==> config.mk <==
export PLATFORM = sky130hd
export DESIGN_NAME = acfm_top
export DESIGN_NICKNAME = d
export VERILOG_FILES = /design/src/rtl/acfm_top.v /design/src/rtl/acfm_sync.v /design/src/rtl/acfm_event.v
export VERILOG_INCLUDE_DIRS = /design/src /design/src/rtl
export SDC_FILE = /design/constraint.sdc
export NUM_CORES = 1
export LEC_CHECK = 0
export ABC_AREA = 1
export ABC_CLOCK_PERIOD_IN_PS = 2000
export BUFFER_PORTS_ARGS = -buffer_cell sky130_fd_sc_hd__buf_2
export CORE_MARGIN = 3
export CORE_UTILIZATION = 35
export DETAILED_ROUTE_END_ITERATION = 8
export GPL_TIMING_DRIVEN = 0
export PLACE_DENSITY = 0.66
export SYNTH_ARGS = -nofsm -noshare
export SYNTH_HDL_FRONTEND = slang
export SYNTH_SLANG_ARGS = --single-unit
export TNS_END_PERCENT = 1
==> constraint.sdc <==
create_clock -name ref_clk -period 2 [get_ports ref_clk]
set_clock_uncertainty 0.1 [all_clocks]
set_input_delay 0.5 -clock ref_clk [delete_from_list [all_inputs] [get_ports ref_clk]]
set_output_delay 0.5 -clock ref_clk [all_outputs]
set_load 0.02 [all_outputs]
==> src/rtl/acfm_defs.vh <==
// Constants shared by the converter control and fault mask block.
`ifndef ACFM_DEFS_VH
`define ACFM_DEFS_VH

// ---------------------------------------------------------------
// Register indices; the byte address is four times the index.
// ---------------------------------------------------------------
`define ACFM_IDX_FAULT_FLAG 6'h22
`define ACFM_IDX_DONE_MASK 6'h23
`define ACFM_IDX_FAULT_MASK 6'h25
`define ACFM_IDX_CONV_CTRL 6'h26
`define ACFM_IDX_CH_DISABLE 6'h27
`define ACFM_IDX_IIN_RESULT 6'h28

// ---------------------------------------------------------------
// Reset values.
// ---------------------------------------------------------------
`define ACFM_RST_FAULT_MASK 8'h00
`define ACFM_RST_CONV_CTRL 8'h30
`define ACFM_RST_CH_DISABLE 8'h00
`define ACFM_RST_DONE_MASK 8'h00
`define ACFM_RST_RESULT 15'h0000
`define ACFM_RST_CONV_EN 1'b0
`define ACFM_RST_SINGLE_SHOT 1'b0
`define ACFM_RST_RESOLUTION 2'h3
`define ACFM_RST_AVG_SEL 1'b0
`define ACFM_RST_SEED_SEL 1'b0

// ---------------------------------------------------------------
// Writable bit masks; reserved bits are zero here.
// ---------------------------------------------------------------
`define ACFM_WMASK_FAULT_MASK 8'hE9
`define ACFM_WMASK_CONV_CTRL 8'hFC
`define ACFM_WMASK_DONE_MASK 8'h40

// ---------------------------------------------------------------
// Field positions.
// ---------------------------------------------------------------
`define ACFM_BIT_INPUT_MASK 7
`define ACFM_BIT_BATTERY_MASK 6
`define ACFM_BIT_SYSTEM_MASK 5
`define ACFM_BIT_THERMAL_MASK 3
`define ACFM_BIT_ZONE_MASK 0
`define ACFM_BIT_CONV_EN 7
`define ACFM_BIT_SINGLE_SHOT 6
`define ACFM_BIT_RES_HI 5
`define ACFM_BIT_RES_LO 4
`define ACFM_BIT_AVG_SEL 3
`define ACFM_BIT_SEED_SEL 2
`define ACFM_BIT_DONE_MASK 6
`define ACFM_BIT_INPUT_FLAG 7
`define ACFM_BIT_IIN_CH_OFF 7

// ---------------------------------------------------------------
// Input current clamp limits, 2 mA per code, 15-bit field.
// ---------------------------------------------------------------
`define ACFM_IIN_MAX 16'sh07D0
`define ACFM_IIN_MIN (-16'sh07D0)

// ---------------------------------------------------------------
// Bus answer states.
// ---------------------------------------------------------------
`define ACFM_WAIT_BUSY 1'b1
`define ACFM_WAIT_DONE 1'b0

`endif

==> src/rtl/acfm_top.v <==
// Converter control registers, input current result and fault interrupt masking.
//
// Behaviour
// - Mask bit 7 gates input fault interrupt.
// - Mask bit 6 gates battery fault interrupts.
// - Mask bit 5 gates system fault interrupts.
// - Mask bit 3 gates thermal shutdown interrupt.
// - Mask bit 0 gates temperature zone interrupt.
// - Control bit 7 enables converter, default off.
// - Results reset zero, then hold last value.
// - Control bit 6: continuous or single shot.
// - Bits 5:4 pick resolution, default three.
// - Control bit 3 selects running average reporting.
// - Control bit 2 picks running average seed.
// - One disable bit per measured channel.
// - Input current in bits 15:1, two's complement.
// - Input current clamps to plus minus 2000.
// - Single shot completion pulses unless masked.
// - Input fault flag set on entry, unmasked.
//
// Design decision made here: the Avalon-MM interface to the registers.
`timescale 1ns/100ps
`default_nettype none
`include "acfm_defs.vh"

module acfm_top (
  // Clock, reset and clock enable.
  input wire ref_clk,
  input wire reset_n,
  input wire clk_en,
  // Avalon-MM slave.
  input wire [7:0] avs_address,
  input wire avs_read,
  input wire avs_write,
  input wire [3:0] avs_byteenable,
  input wire [31:0] avs_writedata,
  output reg [31:0] avs_readdata,
  output reg avs_waitrequest,
  // Asynchronous fault comparators.
  input wire input_fault_in,
  input wire battery_ocp_in,
  input wire battery_ovp_in,
  input wire system_ovp_in,
  input wire system_short_in,
  input wire thermal_shutdown_in,
  input wire [2:0] temp_zone_in,
  // Converter front end, same clock.
  input wire conv_done,
  input wire [15:0] conv_iin_raw,
  // Converter settings.
  output reg conv_enable,
  output reg conv_single_shot,
  output reg [1:0] conv_resolution,
  output reg running_average_sel,
  output reg average_seed_sel,
  output reg [7:0] conv_channel_off,
  // Shared interrupt pulse.
  output reg irq_pulse
);

  // ---------------------------------------------------------------
  // Register state.
  // ---------------------------------------------------------------
  // Fault interrupt mask, reserved bits held at zero.
  reg [7:0] fault_irq_mask_q;
  // Conversion done mask, only bit 6 is kept.
  reg [7:0] done_mask_q;
  // Input current result field, bits 15:1 of the register.
  reg [14:0] input_current_value_q;
  // Sticky input fault flag.
  reg input_fault_flag_q;
  // Running average has its seed.
  reg avg_primed_q;

  // ---------------------------------------------------------------
  // Fault input synchronisation and event detection.
  // ---------------------------------------------------------------
  // Comparators come from the analog side, so they pass two flops first.
  wire [6:0] fault_raw;
  wire [6:0] fault_sync;
  wire [6:0] fault_rise;
  wire [2:0] zone_sync;
  wire zone_change;
  assign fault_raw = {input_fault_in, battery_ocp_in, battery_ovp_in, system_ovp_in,
                      system_short_in, thermal_shutdown_in, 1'b0};
  acfm_sync #(.W(7)) u_fault_sync (
    .ref_clk(ref_clk),
    .reset_n(reset_n),
    .clk_en(clk_en),
    .async_in(fault_raw),
    .sync_out(fault_sync)
  );

  acfm_event #(.W(7)) u_fault_event (
    .ref_clk(ref_clk),
    .reset_n(reset_n),
    .clk_en(clk_en),
    .level_in(fault_sync),
    .rise(fault_rise),
    .change()
  );

  // The zone code may settle over two bits in different cycles; that shows as
  // two changes, which costs at most one extra pulse.
  acfm_sync #(.W(3)) u_zone_sync (
    .ref_clk(ref_clk),
    .reset_n(reset_n),
    .clk_en(clk_en),
    .async_in(temp_zone_in),
    .sync_out(zone_sync)
  );

  acfm_event #(.W(3)) u_zone_event (
    .ref_clk(ref_clk),
    .reset_n(reset_n),
    .clk_en(clk_en),
    .level_in(zone_sync),
    .rise(),
    .change(zone_change)
  );

  // ---------------------------------------------------------------
  // Bus decode.
  // ---------------------------------------------------------------
  // A request is answered when waitrequest is low; that edge is the only one
  // at which writes land and read side effects happen.
  wire [5:0] reg_idx;
  wire bus_req;
  wire bus_accept;
  wire wr_lane0;
  wire wr_fault_mask;
  wire wr_conv_ctrl;
  wire wr_ch_disable;
  wire wr_done_mask;
  wire rd_fault_flag;
  assign reg_idx = avs_address[7:2];
  assign bus_req = avs_read | avs_write;
  assign bus_accept = bus_req & (avs_waitrequest == `ACFM_WAIT_DONE);
  assign wr_lane0 = bus_accept & avs_write & avs_byteenable[0];
  assign wr_fault_mask = wr_lane0 & (reg_idx == `ACFM_IDX_FAULT_MASK);
  assign wr_conv_ctrl = wr_lane0 & (reg_idx == `ACFM_IDX_CONV_CTRL);
  assign wr_ch_disable = wr_lane0 & (reg_idx == `ACFM_IDX_CH_DISABLE);
  assign wr_done_mask = wr_lane0 & (reg_idx == `ACFM_IDX_DONE_MASK);
  assign rd_fault_flag = bus_accept & avs_read & (reg_idx == `ACFM_IDX_FAULT_FLAG);

  // ---------------------------------------------------------------
  // Read multiplexer.
  // ---------------------------------------------------------------
  // Unmapped indices and reserved bits read as zero.
  reg [31:0] rd_data;
  always @* begin
    rd_data = 32'h00000000;
    case (reg_idx)
      `ACFM_IDX_FAULT_FLAG: begin
        rd_data[`ACFM_BIT_INPUT_FLAG] = input_fault_flag_q;
      end
      `ACFM_IDX_DONE_MASK: begin
        rd_data[7:0] = done_mask_q;
      end
      `ACFM_IDX_FAULT_MASK: begin
        rd_data[7:0] = fault_irq_mask_q;
      end
      `ACFM_IDX_CONV_CTRL: begin
        rd_data[7:0] = {conv_enable, conv_single_shot, conv_resolution,
                        running_average_sel, average_seed_sel, 2'b00};
      end
      `ACFM_IDX_CH_DISABLE: begin
        rd_data[7:0] = conv_channel_off;
      end
      `ACFM_IDX_IIN_RESULT: begin
        rd_data[15:0] = {input_current_value_q, 1'b0};
      end
      default: begin
        rd_data = 32'h00000000;
      end
    endcase
  end

  // ---------------------------------------------------------------
  // Bus handshake.
  // ---------------------------------------------------------------
  // Fixed one wait cycle: read data is registered before waitrequest drops,
  // which keeps the decode path out of the master's sampling edge.
  always @(posedge ref_clk or negedge reset_n) begin
    if (!reset_n) begin
      avs_waitrequest <= `ACFM_WAIT_BUSY;
      avs_readdata <= 32'h00000000;
    end else if (clk_en) begin
      if (bus_req && (avs_waitrequest == `ACFM_WAIT_BUSY)) begin
        avs_waitrequest <= `ACFM_WAIT_DONE;
        avs_readdata <= avs_read ? rd_data : 32'h00000000;
      end else begin
        avs_waitrequest <= `ACFM_WAIT_BUSY;
      end
    end
  end

  // ---------------------------------------------------------------
  // Result arithmetic.
  // ---------------------------------------------------------------
  // Clamp the raw code, then optionally average with the held value.
  wire signed [15:0] raw_s;
  wire signed [15:0] held_s;
  reg signed [15:0] clamped_s;
  reg signed [15:0] sum_s;
  reg [14:0] next_value;
  assign raw_s = conv_iin_raw;
  assign held_s = {input_current_value_q[14], input_current_value_q};
  always @* begin
    if (raw_s > `ACFM_IIN_MAX) begin
      clamped_s = `ACFM_IIN_MAX;
    end else if (raw_s < `ACFM_IIN_MIN) begin
      clamped_s = `ACFM_IIN_MIN;
    end else begin
      clamped_s = raw_s;
    end
    // Both terms lie within the clamp, so the sum cannot overflow 16 bits.
    sum_s = clamped_s + held_s;
    if (!running_average_sel) begin
      next_value = clamped_s[14:0];
    end else if (!avg_primed_q && average_seed_sel) begin
      next_value = clamped_s[14:0];
    end else begin
      next_value = sum_s[15:1];
    end
  end

  // Conversion results are taken only while the converter runs.
  wire result_take;
  wire conv_finished;
  assign conv_finished = conv_done & conv_enable;
  assign result_take = conv_finished & ~conv_channel_off[`ACFM_BIT_IIN_CH_OFF];

  // ---------------------------------------------------------------
  // Control registers.
  // ---------------------------------------------------------------
  // A single shot ends by clearing the enable; a control write in the same cycle wins
  // because software asked for it last.
  always @(posedge ref_clk or negedge reset_n) begin
    if (!reset_n) begin
      fault_irq_mask_q <= `ACFM_RST_FAULT_MASK;
      done_mask_q <= `ACFM_RST_DONE_MASK;
      conv_enable <= `ACFM_RST_CONV_EN;
      conv_single_shot <= `ACFM_RST_SINGLE_SHOT;
      conv_resolution <= `ACFM_RST_RESOLUTION;
      running_average_sel <= `ACFM_RST_AVG_SEL;
      average_seed_sel <= `ACFM_RST_SEED_SEL;
      conv_channel_off <= `ACFM_RST_CH_DISABLE;
    end else if (clk_en) begin
      if (wr_fault_mask) begin
        fault_irq_mask_q <= avs_writedata[7:0] & `ACFM_WMASK_FAULT_MASK;
      end
      if (wr_done_mask) begin
        done_mask_q <= avs_writedata[7:0] & `ACFM_WMASK_DONE_MASK;
      end
      if (wr_conv_ctrl) begin
        conv_enable <= avs_writedata[`ACFM_BIT_CONV_EN];
        conv_single_shot <= avs_writedata[`ACFM_BIT_SINGLE_SHOT];
        conv_resolution <= avs_writedata[`ACFM_BIT_RES_HI:`ACFM_BIT_RES_LO];
        running_average_sel <= avs_writedata[`ACFM_BIT_AVG_SEL];
        average_seed_sel <= avs_writedata[`ACFM_BIT_SEED_SEL];
      end else if (conv_finished && conv_single_shot) begin
        conv_enable <= 1'b0;
      end
      if (wr_ch_disable) begin
        conv_channel_off <= avs_writedata[7:0];
      end
    end
  end

  // ---------------------------------------------------------------
  // Result register and averaging seed.
  // ---------------------------------------------------------------
  // The result never clears itself; disabling only stops updates.
  always @(posedge ref_clk or negedge reset_n) begin
    if (!reset_n) begin
      input_current_value_q <= `ACFM_RST_RESULT;
      avg_primed_q <= 1'b0;
    end else if (clk_en) begin
      if (result_take) begin
        input_current_value_q <= next_value;
      end
      // Re-seed whenever averaging or the converter is switched off.
      if (!running_average_sel || !conv_enable) begin
        avg_primed_q <= 1'b0;
      end else if (result_take) begin
        avg_primed_q <= 1'b1;
      end
    end
  end

  // ---------------------------------------------------------------
  // Input fault flag.
  // ---------------------------------------------------------------
  // Cleared by reading it; an entry in the read cycle keeps it set.
  always @(posedge ref_clk or negedge reset_n) begin
    if (!reset_n) begin
      input_fault_flag_q <= 1'b0;
    end else if (clk_en) begin
      if (fault_rise[6]) begin
        input_fault_flag_q <= 1'b1;
      end else if (rd_fault_flag) begin
        input_fault_flag_q <= 1'b0;
      end
    end
  end

  // ---------------------------------------------------------------
  // Interrupt combining.
  // ---------------------------------------------------------------
  // Masks gate only the pulse, never the flag or the result.
  wire ev_input;
  wire ev_battery;
  wire ev_system;
  wire ev_thermal;
  wire ev_zone;
  wire ev_done;
  assign ev_input = fault_rise[6] & ~fault_irq_mask_q[`ACFM_BIT_INPUT_MASK];
  assign ev_battery = (fault_rise[5] | fault_rise[4]) &
                      ~fault_irq_mask_q[`ACFM_BIT_BATTERY_MASK];
  assign ev_system = (fault_rise[3] | fault_rise[2]) &
                     ~fault_irq_mask_q[`ACFM_BIT_SYSTEM_MASK];
  assign ev_thermal = fault_rise[1] & ~fault_irq_mask_q[`ACFM_BIT_THERMAL_MASK];
  assign ev_zone = zone_change & ~fault_irq_mask_q[`ACFM_BIT_ZONE_MASK];
  assign ev_done = conv_finished & conv_single_shot & ~done_mask_q[`ACFM_BIT_DONE_MASK];

  // Events in the same cycle merge into one pulse; back to back events give a
  // stretched level, which a level-sensitive host cannot tell apart.
  always @(posedge ref_clk or negedge reset_n) begin
    if (!reset_n) begin
      irq_pulse <= 1'b0;
    end else if (clk_en) begin
      irq_pulse <= ev_input | ev_battery | ev_system | ev_thermal | ev_zone | ev_done;
    end
  end

endmodule // acfm_top

`default_nettype wire

==> src/rtl/acfm_sync.v <==
// Two flip-flop level synchroniser for asynchronous status inputs.
`timescale 1ns/100ps
`default_nettype none

module acfm_sync #(
  parameter W = 1
) (
  // Clock, reset and enable.
  input wire ref_clk,
  input wire reset_n,
  input wire clk_en,
  // Asynchronous input and synchronised output.
  input wire [W-1:0] async_in,
  output reg [W-1:0] sync_out
);

  // First stage, read only by the second stage.
  reg [W-1:0] meta_q;

  // ---------------------------------------------------------------
  // Synchroniser chain.
  // ---------------------------------------------------------------
  // Both stages hold while the clock enable is low.
  always @(posedge ref_clk or negedge reset_n) begin
    if (!reset_n) begin
      meta_q <= {W{1'b0}};
      sync_out <= {W{1'b0}};
    end else if (clk_en) begin
      meta_q <= async_in;
      sync_out <= meta_q;
    end
  end

endmodule // acfm_sync

`default_nettype wire

==> src/rtl/acfm_event.v <==
// Rising edge and change detector on synchronised status levels.
`timescale 1ns/100ps
`default_nettype none

module acfm_event #(
  parameter W = 1
) (
  // Clock, reset and enable.
  input wire ref_clk,
  input wire reset_n,
  input wire clk_en,
  // Synchronised level in.
  input wire [W-1:0] level_in,
  // Per-bit rising edge and any-bit change, combinational.
  output wire [W-1:0] rise,
  output wire change
);

  // Previous sample of the level.
  reg [W-1:0] prev_q;

  // ---------------------------------------------------------------
  // History register.
  // ---------------------------------------------------------------
  // Resets to zero, so a level already high after reset counts as an entry.
  always @(posedge ref_clk or negedge reset_n) begin
    if (!reset_n) begin
      prev_q <= {W{1'b0}};
    end else if (clk_en) begin
      prev_q <= level_in;
    end
  end

  assign rise = level_in & ~prev_q;
  assign change = |(level_in ^ prev_q);

endmodule // acfm_event

`default_nettype wire

==> results of run 1 <==
## synth_stat cells (3+ instances only)
master	instances
nor4_4	3
xor2_1	7
o21ai_2	8
nand3_1	25
inv_2	3
dfrtp_1	79
nor3_1	7
nand2_1	175
o22ai_1	7
o31ai_1	5
clkbuf_1	12
dfstp_2	3
nand4_1	5
nor2_1	35
buf_4	17
inv_1	89
a21oi_1	26
o211ai_1	6
a221oi_1	5
a22o_1	4
o21ai_0	63
ha_1	17
## through the flow
step	utilization	setup TNS [ns]	std cells
after CTS	0.453	-11.35	931
after floorplan	-	-12.08	650
final	0.462	-10.86	932
after detailed placement	0.416	-25.14	903
after global placement	0.414	-50.81	902
after global routing	0.462	-13.57	932
## area by class of cell
| class | instances | share of cell area |
|---|---|---|
| timing repair buffer | 90 | 0.0868 |
| buffer | 33 | 0.0348 |
| inverter | 93 | 0.0566 |
| sequential | 82 | 0.331 |
| clock buffer | 11 | 0.0391 |
| multi-input combinational | 442 | 0.412 |
| tap | 176 | 0.0354 |
| clock inverter | 5 | 0.00483 |
## report_power, final
part | switching, mW | total, mW | internal, mW
sequential | 0.0832 | 1.86 | 1.77
combinational | 0.613 | 1.02 | 0.409
clock | 0.646 | 1.51 | 0.868
total | 1.34 | 4.39 | 3.05
## registers in the layout, indices dropped and copies added (netlist names), 2 cells and up
register	count
conv_resolution	2
avs_readdata	16
u_fault_sync.meta_q	6
u_fault_event.prev_q	6
u_fault_sync.sync_out	6
input_current_value_q	15
u_zone_sync.meta_q	3
fault_irq_mask_q	5
u_zone_sync.sync_out	3
u_zone_event.prev_q	3
conv_channel_off	8
## cell usage in the layout (no fill, tap or decap), drive strengths merged, types with 2 or more instances in the layout
master / instances
nand2: 178
clkinvlp: 2
o2111ai: 2
nor3: 8
a21oi: 27
conb: 16
dfrtp: 79
ha: 17
inv: 93
o31ai: 5
clkbuf: 24
xor2: 7
nand3: 25
clkinv: 3
nand4: 5
o22ai: 7
o21ai: 73
a221oi: 5
a21boi: 2
a211oi: 2
o211ai: 6
nor4: 5
dfstp: 3
nor2: 36
buf: 109
a22o: 4
a31oi: 2
or2: 4
## worst paths after layout
kind	start	endpoint	slack, ns	cells after the start
max in group asynchronous	reset_n	conv_resolution[1]	0.72	3
min reg2reg	u_zone_sync.meta_q[1]	u_zone_sync.meta_q[1]	0.37	2
max reg2reg	input_current_value_q[0]	input_current_value_q[9]	-0.21	12
min in group asynchronous	reset_n	avs_readdata[5]	0.46	2
max	conv_iin_raw[13]	input_current_value_q[13]	-0.96	23
min	thermal_shutdown_in	u_fault_sync.meta_q[1]	0.26	3
## tightest hold or removal path, delay by kind of cell
kind	cells	cell delay, ns
buffers and inverters	1	0.07
and+or+nand+nor	2	0.09
## metal layers
metal / vias up / routed length (um) / GRT usage
li1: 2282 / - / -
met1: 2094 / 5870 / 0.233
met2: 110 / 6330 / 0.281
met3: 17 / 786 / 0.0436
met4: 0 / 179 / 0.0595
met5: - / 0 / 0
## timing repair
action | in CTS | in global routing
endpoints found under the hold margin | 14 | 0
hold buffers | 1 | 0
resized for setup | 47 | 28
endpoints found under the setup margin | 15 | 35
gates cloned | 1 | 0
buffers inserted | 10 | 1
pin swaps | 16 | 5
## cell families (layout without fill, tap and decap cells)
logic type,after synthesis,in the layout,synth area share
simple gates,261,261,0.230
compound gates,138,138,0.170
buf+inv,126,232,0.112
flops,82,82,0.422
fa+ha+maj,18,18,0.0477
xor+xnor,7,7,0.0126
mux,2,2,0.00513
other cells,1,16,0.000769
==> flow_summary.yaml, run 1 <==
grt:
  grt_max_degree: 69
  grt_pass1_wl_um: 21100
  overflow: 0
  track_usage: 0.175
  antenna_found_initial: 0
  grt_pass1_vias: 4285
routing:
  first_pass_iters: 5
  dr_total_vias: 4503
  drt_first_iter_violations: 329
  ant_nets: 0
  drc: 0
  detail_route.wl_per_cell_um: 14.1
  drt_wl_total_um: 13200
  viasPerCell: 4.83
clocking:
  path_clk_slew_ns: 0.06
  cts_tree: "yes"
  clock_path_buffers: 2
  cts_root_buf: "clkbuf_16"
  clkLatencyLatePin_ns: 0.34
  cts_sinks: 82
  cts.htree.levels: 3
  cts_buffers: 9
timing:
  setup-violations-final: 15
  hold_ws_ns: 0.262
  hold_viol_final: 0
  setup_slack_ns: -0.962
  slew_headroom: 0.552
  slew_viol_final: 0
  timing.fmax_mhz: 338
  fin_crit_sh: 1.48
  rsz0062_at_grt: "true"
  post-route-min-period_ns: 2.96
  worst_slew_pin_slew_ns: 0.667
place:
  io_buffers: 76
  dp_hpwl_um: 9860
  routabilityCongestion: 0.905
  placed_area_mm2: 0.00560
  pre_cts_ws_ns: -1.66
cells_and_area:
  drive_above_1_share: 0.274
  regArea_mm2: 0.00206
  multiInputGateArea_mm2: 0.00256
  syn2layout_area_growth_pct: 27.5
  fin_nets: 844
  finalInstanceArea_mm2: 0.00621
  fillers: 1373
  n_antenna_cell: 0
power:
  power_density_mw_per_mm2: 707
  power_mw: 4.39
  leakage_nw: 3.24
  vdd_drop_max_v: 0.000435
logic_synthesis:
  synth_cell_types: 47
  ys_top_cells_by_area: "dfrtp_1, nand2_1, inv_1, o21ai_0, ha_1"
  synth_area_per_cell_um2: 7.68
  netlist_instances: 635
  netlist_area_mm2: 0.00487
  ys_seq_area_frac: 0.422
  synth-edff-count: 0
  ys.warnings.count: 0
  ys_async_sr_fraction: 1.00
  synth-seq-cells: 82
  synth_flop_cell: "dfrtp_1"
  synth_top_area_share: 0.406
  yosysTopAreaCell: "dfrtp_1"
setup_path:
  crit_buf_inv: 7
  worst_ep_arrival_time_ns: 3.07
  endpoint_kind: "flip-flop"
  cpPeakStageDelay_ns: 0.33
  crit_fanout: 5
  crit_type: "primary input to flip-flop"
  cp.required_ns: 2.10
  cpLargestDelayFamily: "simple AND/OR/NAND/NOR gates"
  crit_path_top_delay_cell: "ha_4"
  worstSetupStartpointType: "primary input"
  crit_path_cell_trace: "buf_2 > inv_1 > nor3_2 > o2111ai_2 > ha_4 > buf_8 > inv_2 > nand2_2 > inv_2 > nand2_2 > inv_2 > ha_4 > a21oi_2 > nand2_2 > a21oi_2 > inv_1 > nand3_1 > nand2_1 > or2_0 > nand3_1 > o211ai_1 > nand2_1 > o21ai_1"
floorplanning:
  die_x_um: 124
  rows: 42
  die-area_mm2: 0.0154
  initial_core_util: 0.362
  core-area_mm2: 0.0135
  boundaryPins: 123
  die_h_um: 124
min_path:
  hp-class: "primary input to flip-flop"
flow_run:
  max_cap_violations: 0
status:
  status: "finished with violations"
  violations: "negative setup slack"
No activity file was read; power rests on OpenSTA's default activity.
==> inputs of run 2 (changes only) <==
CORE_ASPECT_RATIO = 0.7   (was unset)
==> flow_summary.yaml, run 2 (synthesis results as in run 1) <==
status:
  status: "finished with violations"
  violations: "negative setup slack"
power:
  leakage_nw: 3.25
  power_density_mw_per_mm2: 747
  vdd_drop_max_v: 0.000358
min_path:
  hold_depth: 3
  hp-class: "primary input to flip-flop"
  min_from: "system_short_in"
  hold_end: "u_fault_sync.meta_q[2]"
clocking:
  cts_buffers: 9
  cts.htree.levels: 3
  cts_tree: "yes"
  path_clk_slew_ns: 0.06
  clock_path_buffers: 2
  clkLatencyLatePin_ns: 0.34
  cts_sinks: 82
  cts_root_buf: "clkbuf_16"
routing:
  detail_route.wl_per_cell_um: 14.6
  drt_first_iter_violations: 322
  first_pass_iters: 6
  drc: 0
  dr_total_vias: 4596
  drt_wl_total_um: 13700
  viasPerCell: 4.90
  ant_nets: 0
cells_and_area:
  top_regs: "avs_readdata (16), input_current_value_q (15), conv_channel_off (8)"
  drive_above_1_share: 0.279
  syn2layout_area_growth_pct: 29.1
  fin_nets: 841
  regMostFlops: "avs_readdata"
  n_antenna_cell: 0
  largest_reg_flops: 16
  final_cell_mix: "nand2_1, dfrtp_1, inv_1"
  layout_commonest_cell: "nand2_1"
floorplanning:
  die_h_um: 105
  die_x_um: 147
  die-area_mm2: 0.0154
  rows: 35
  boundaryPins: 123
  initial_core_util: 0.364
  core-area_mm2: 0.0134
place:
  routabilityCongestion: 0.935
  io_buffers: 76
  dp_hpwl_um: 10400
  pre_cts_ws_ns: -1.61
setup_path:
  worst_ep_arrival_time_ns: 3.13
  worstSetupStartpointType: "primary input"
  endpoint_kind: "flip-flop"
  reg2reg_slack_ns: -0.24
  crit_fanout: 5
  crit_type: "primary input to flip-flop"
  r2r_cells: 7
  cp.required_ns: 2.10
  r2r_end: "input_current_value_q[1]"
  regToRegStartpoint: "average_seed_sel"
timing:
  slew_headroom: 0.533
  setup_slack_ns: -1.03
  slew_viol_final: 0
  hold_viol_final: 0
  setup-violations-final: 16
  hold_ws_ns: 0.259
  timing.fmax_mhz: 330
  post-route-min-period_ns: 3.03
  worst_slew_pin_slew_ns: 0.695
  rsz0062_at_grt: "true"
  fin_crit_sh: 1.52
grt:
  grt_pass1_vias: 4027
  track_usage: 0.176
  grt_max_degree: 60
  overflow: 0
  antenna_found_initial: 0
  grt_pass1_wl_um: 21700
flow_run:
  max_cap_violations: 0
## run 2: cell type report
cell class	count	area, um2
Clock buffer	11	243
Multi-Input combinational cell	442	2600
Buffer	33	213
Tap cell	185	231
Fill cell	1337	7110
Timing Repair Buffer	87	520
Inverter	93	353
Clock inverter	5	77.6
Sequential cell	82	2060
## run 2: worst max-delay path by stage
stage | start | slack [ns] | cells after the start | end
floorplan | conv_iin_raw[13] | -1.03 | 20 | input_current_value_q[9]
global placement | conv_iin_raw[5] | -1.64 | 18 | input_current_value_q[14]
detailed placement | conv_iin_raw[13] | -1.61 | 18 | input_current_value_q[14]
CTS | conv_iin_raw[10] | -0.95 | 21 | input_current_value_q[11]
global route | conv_iin_raw[5] | -1.21 | 23 | input_current_value_q[13]
finish | conv_iin_raw[5] | -1.03 | 17 | input_current_value_q[13]
## run 2: worst max-delay path: stages
cell and delay, ns:
buf_8 0.07, inv_2 0.03, o211ai_1 0.26, o2111ai_4 0.17
ha_4 0.29, buf_8 0.13, o21ai_1 0.23, ha_1 0.32
a21oi_1 0.24, o21ai_0 0.11, a21oi_1 0.16, nand2_2 0.07
or2_0 0.22, nand3_1 0.07, o211ai_1 0.09, nand2_1 0.09
o21ai_1 0.07
## run 2: layer usage
| layer | part of all wire | track usage | up-vias |
|---|---|---|---|
| li1 | - | - | 2270 |
| met1 | 0.52 | 0.289 | 2182 |
| met2 | 0.40 | 0.226 | 137 |
| met3 | 0.070 | 0.0455 | 7 |
| met4 | 0.0064 | 0.0379 | 0 |
| met5 | 0 | 0 | - |
## run 2: power breakdown
group          switching [mW]  internal [mW]
logic                   0.639          0.415
clock network           0.666           1.12
registers              0.0839           1.77
## run 2: through the flow
stage	cells	cell area [um2]	total power, mW	TNS (ns)	util
5_1_grt	938	6290	4.93	-14.51	0.470
3_5_place_dp	912	5610	2.76	-25.95	0.418
4_1_cts	936	6150	4.64	-10.97	0.459
2_1_floorplan	650	4960	2.48	-12.08	-
3_3_place_gp	911	5580	2.74	-50.76	0.416
6_report	938	6290	4.70	-11.91	0.470
## run 2: what timing repair did
action / in CTS / in global routing
gates cloned: 1 / 0
setup endpoints to repair: 23 / 35
pin swaps: 16 / 17
resized for setup: 53 / 30
buffers inserted: 6 / 2
hold buffers: 1 / 0
hold endpoints to repair: 22 / 0
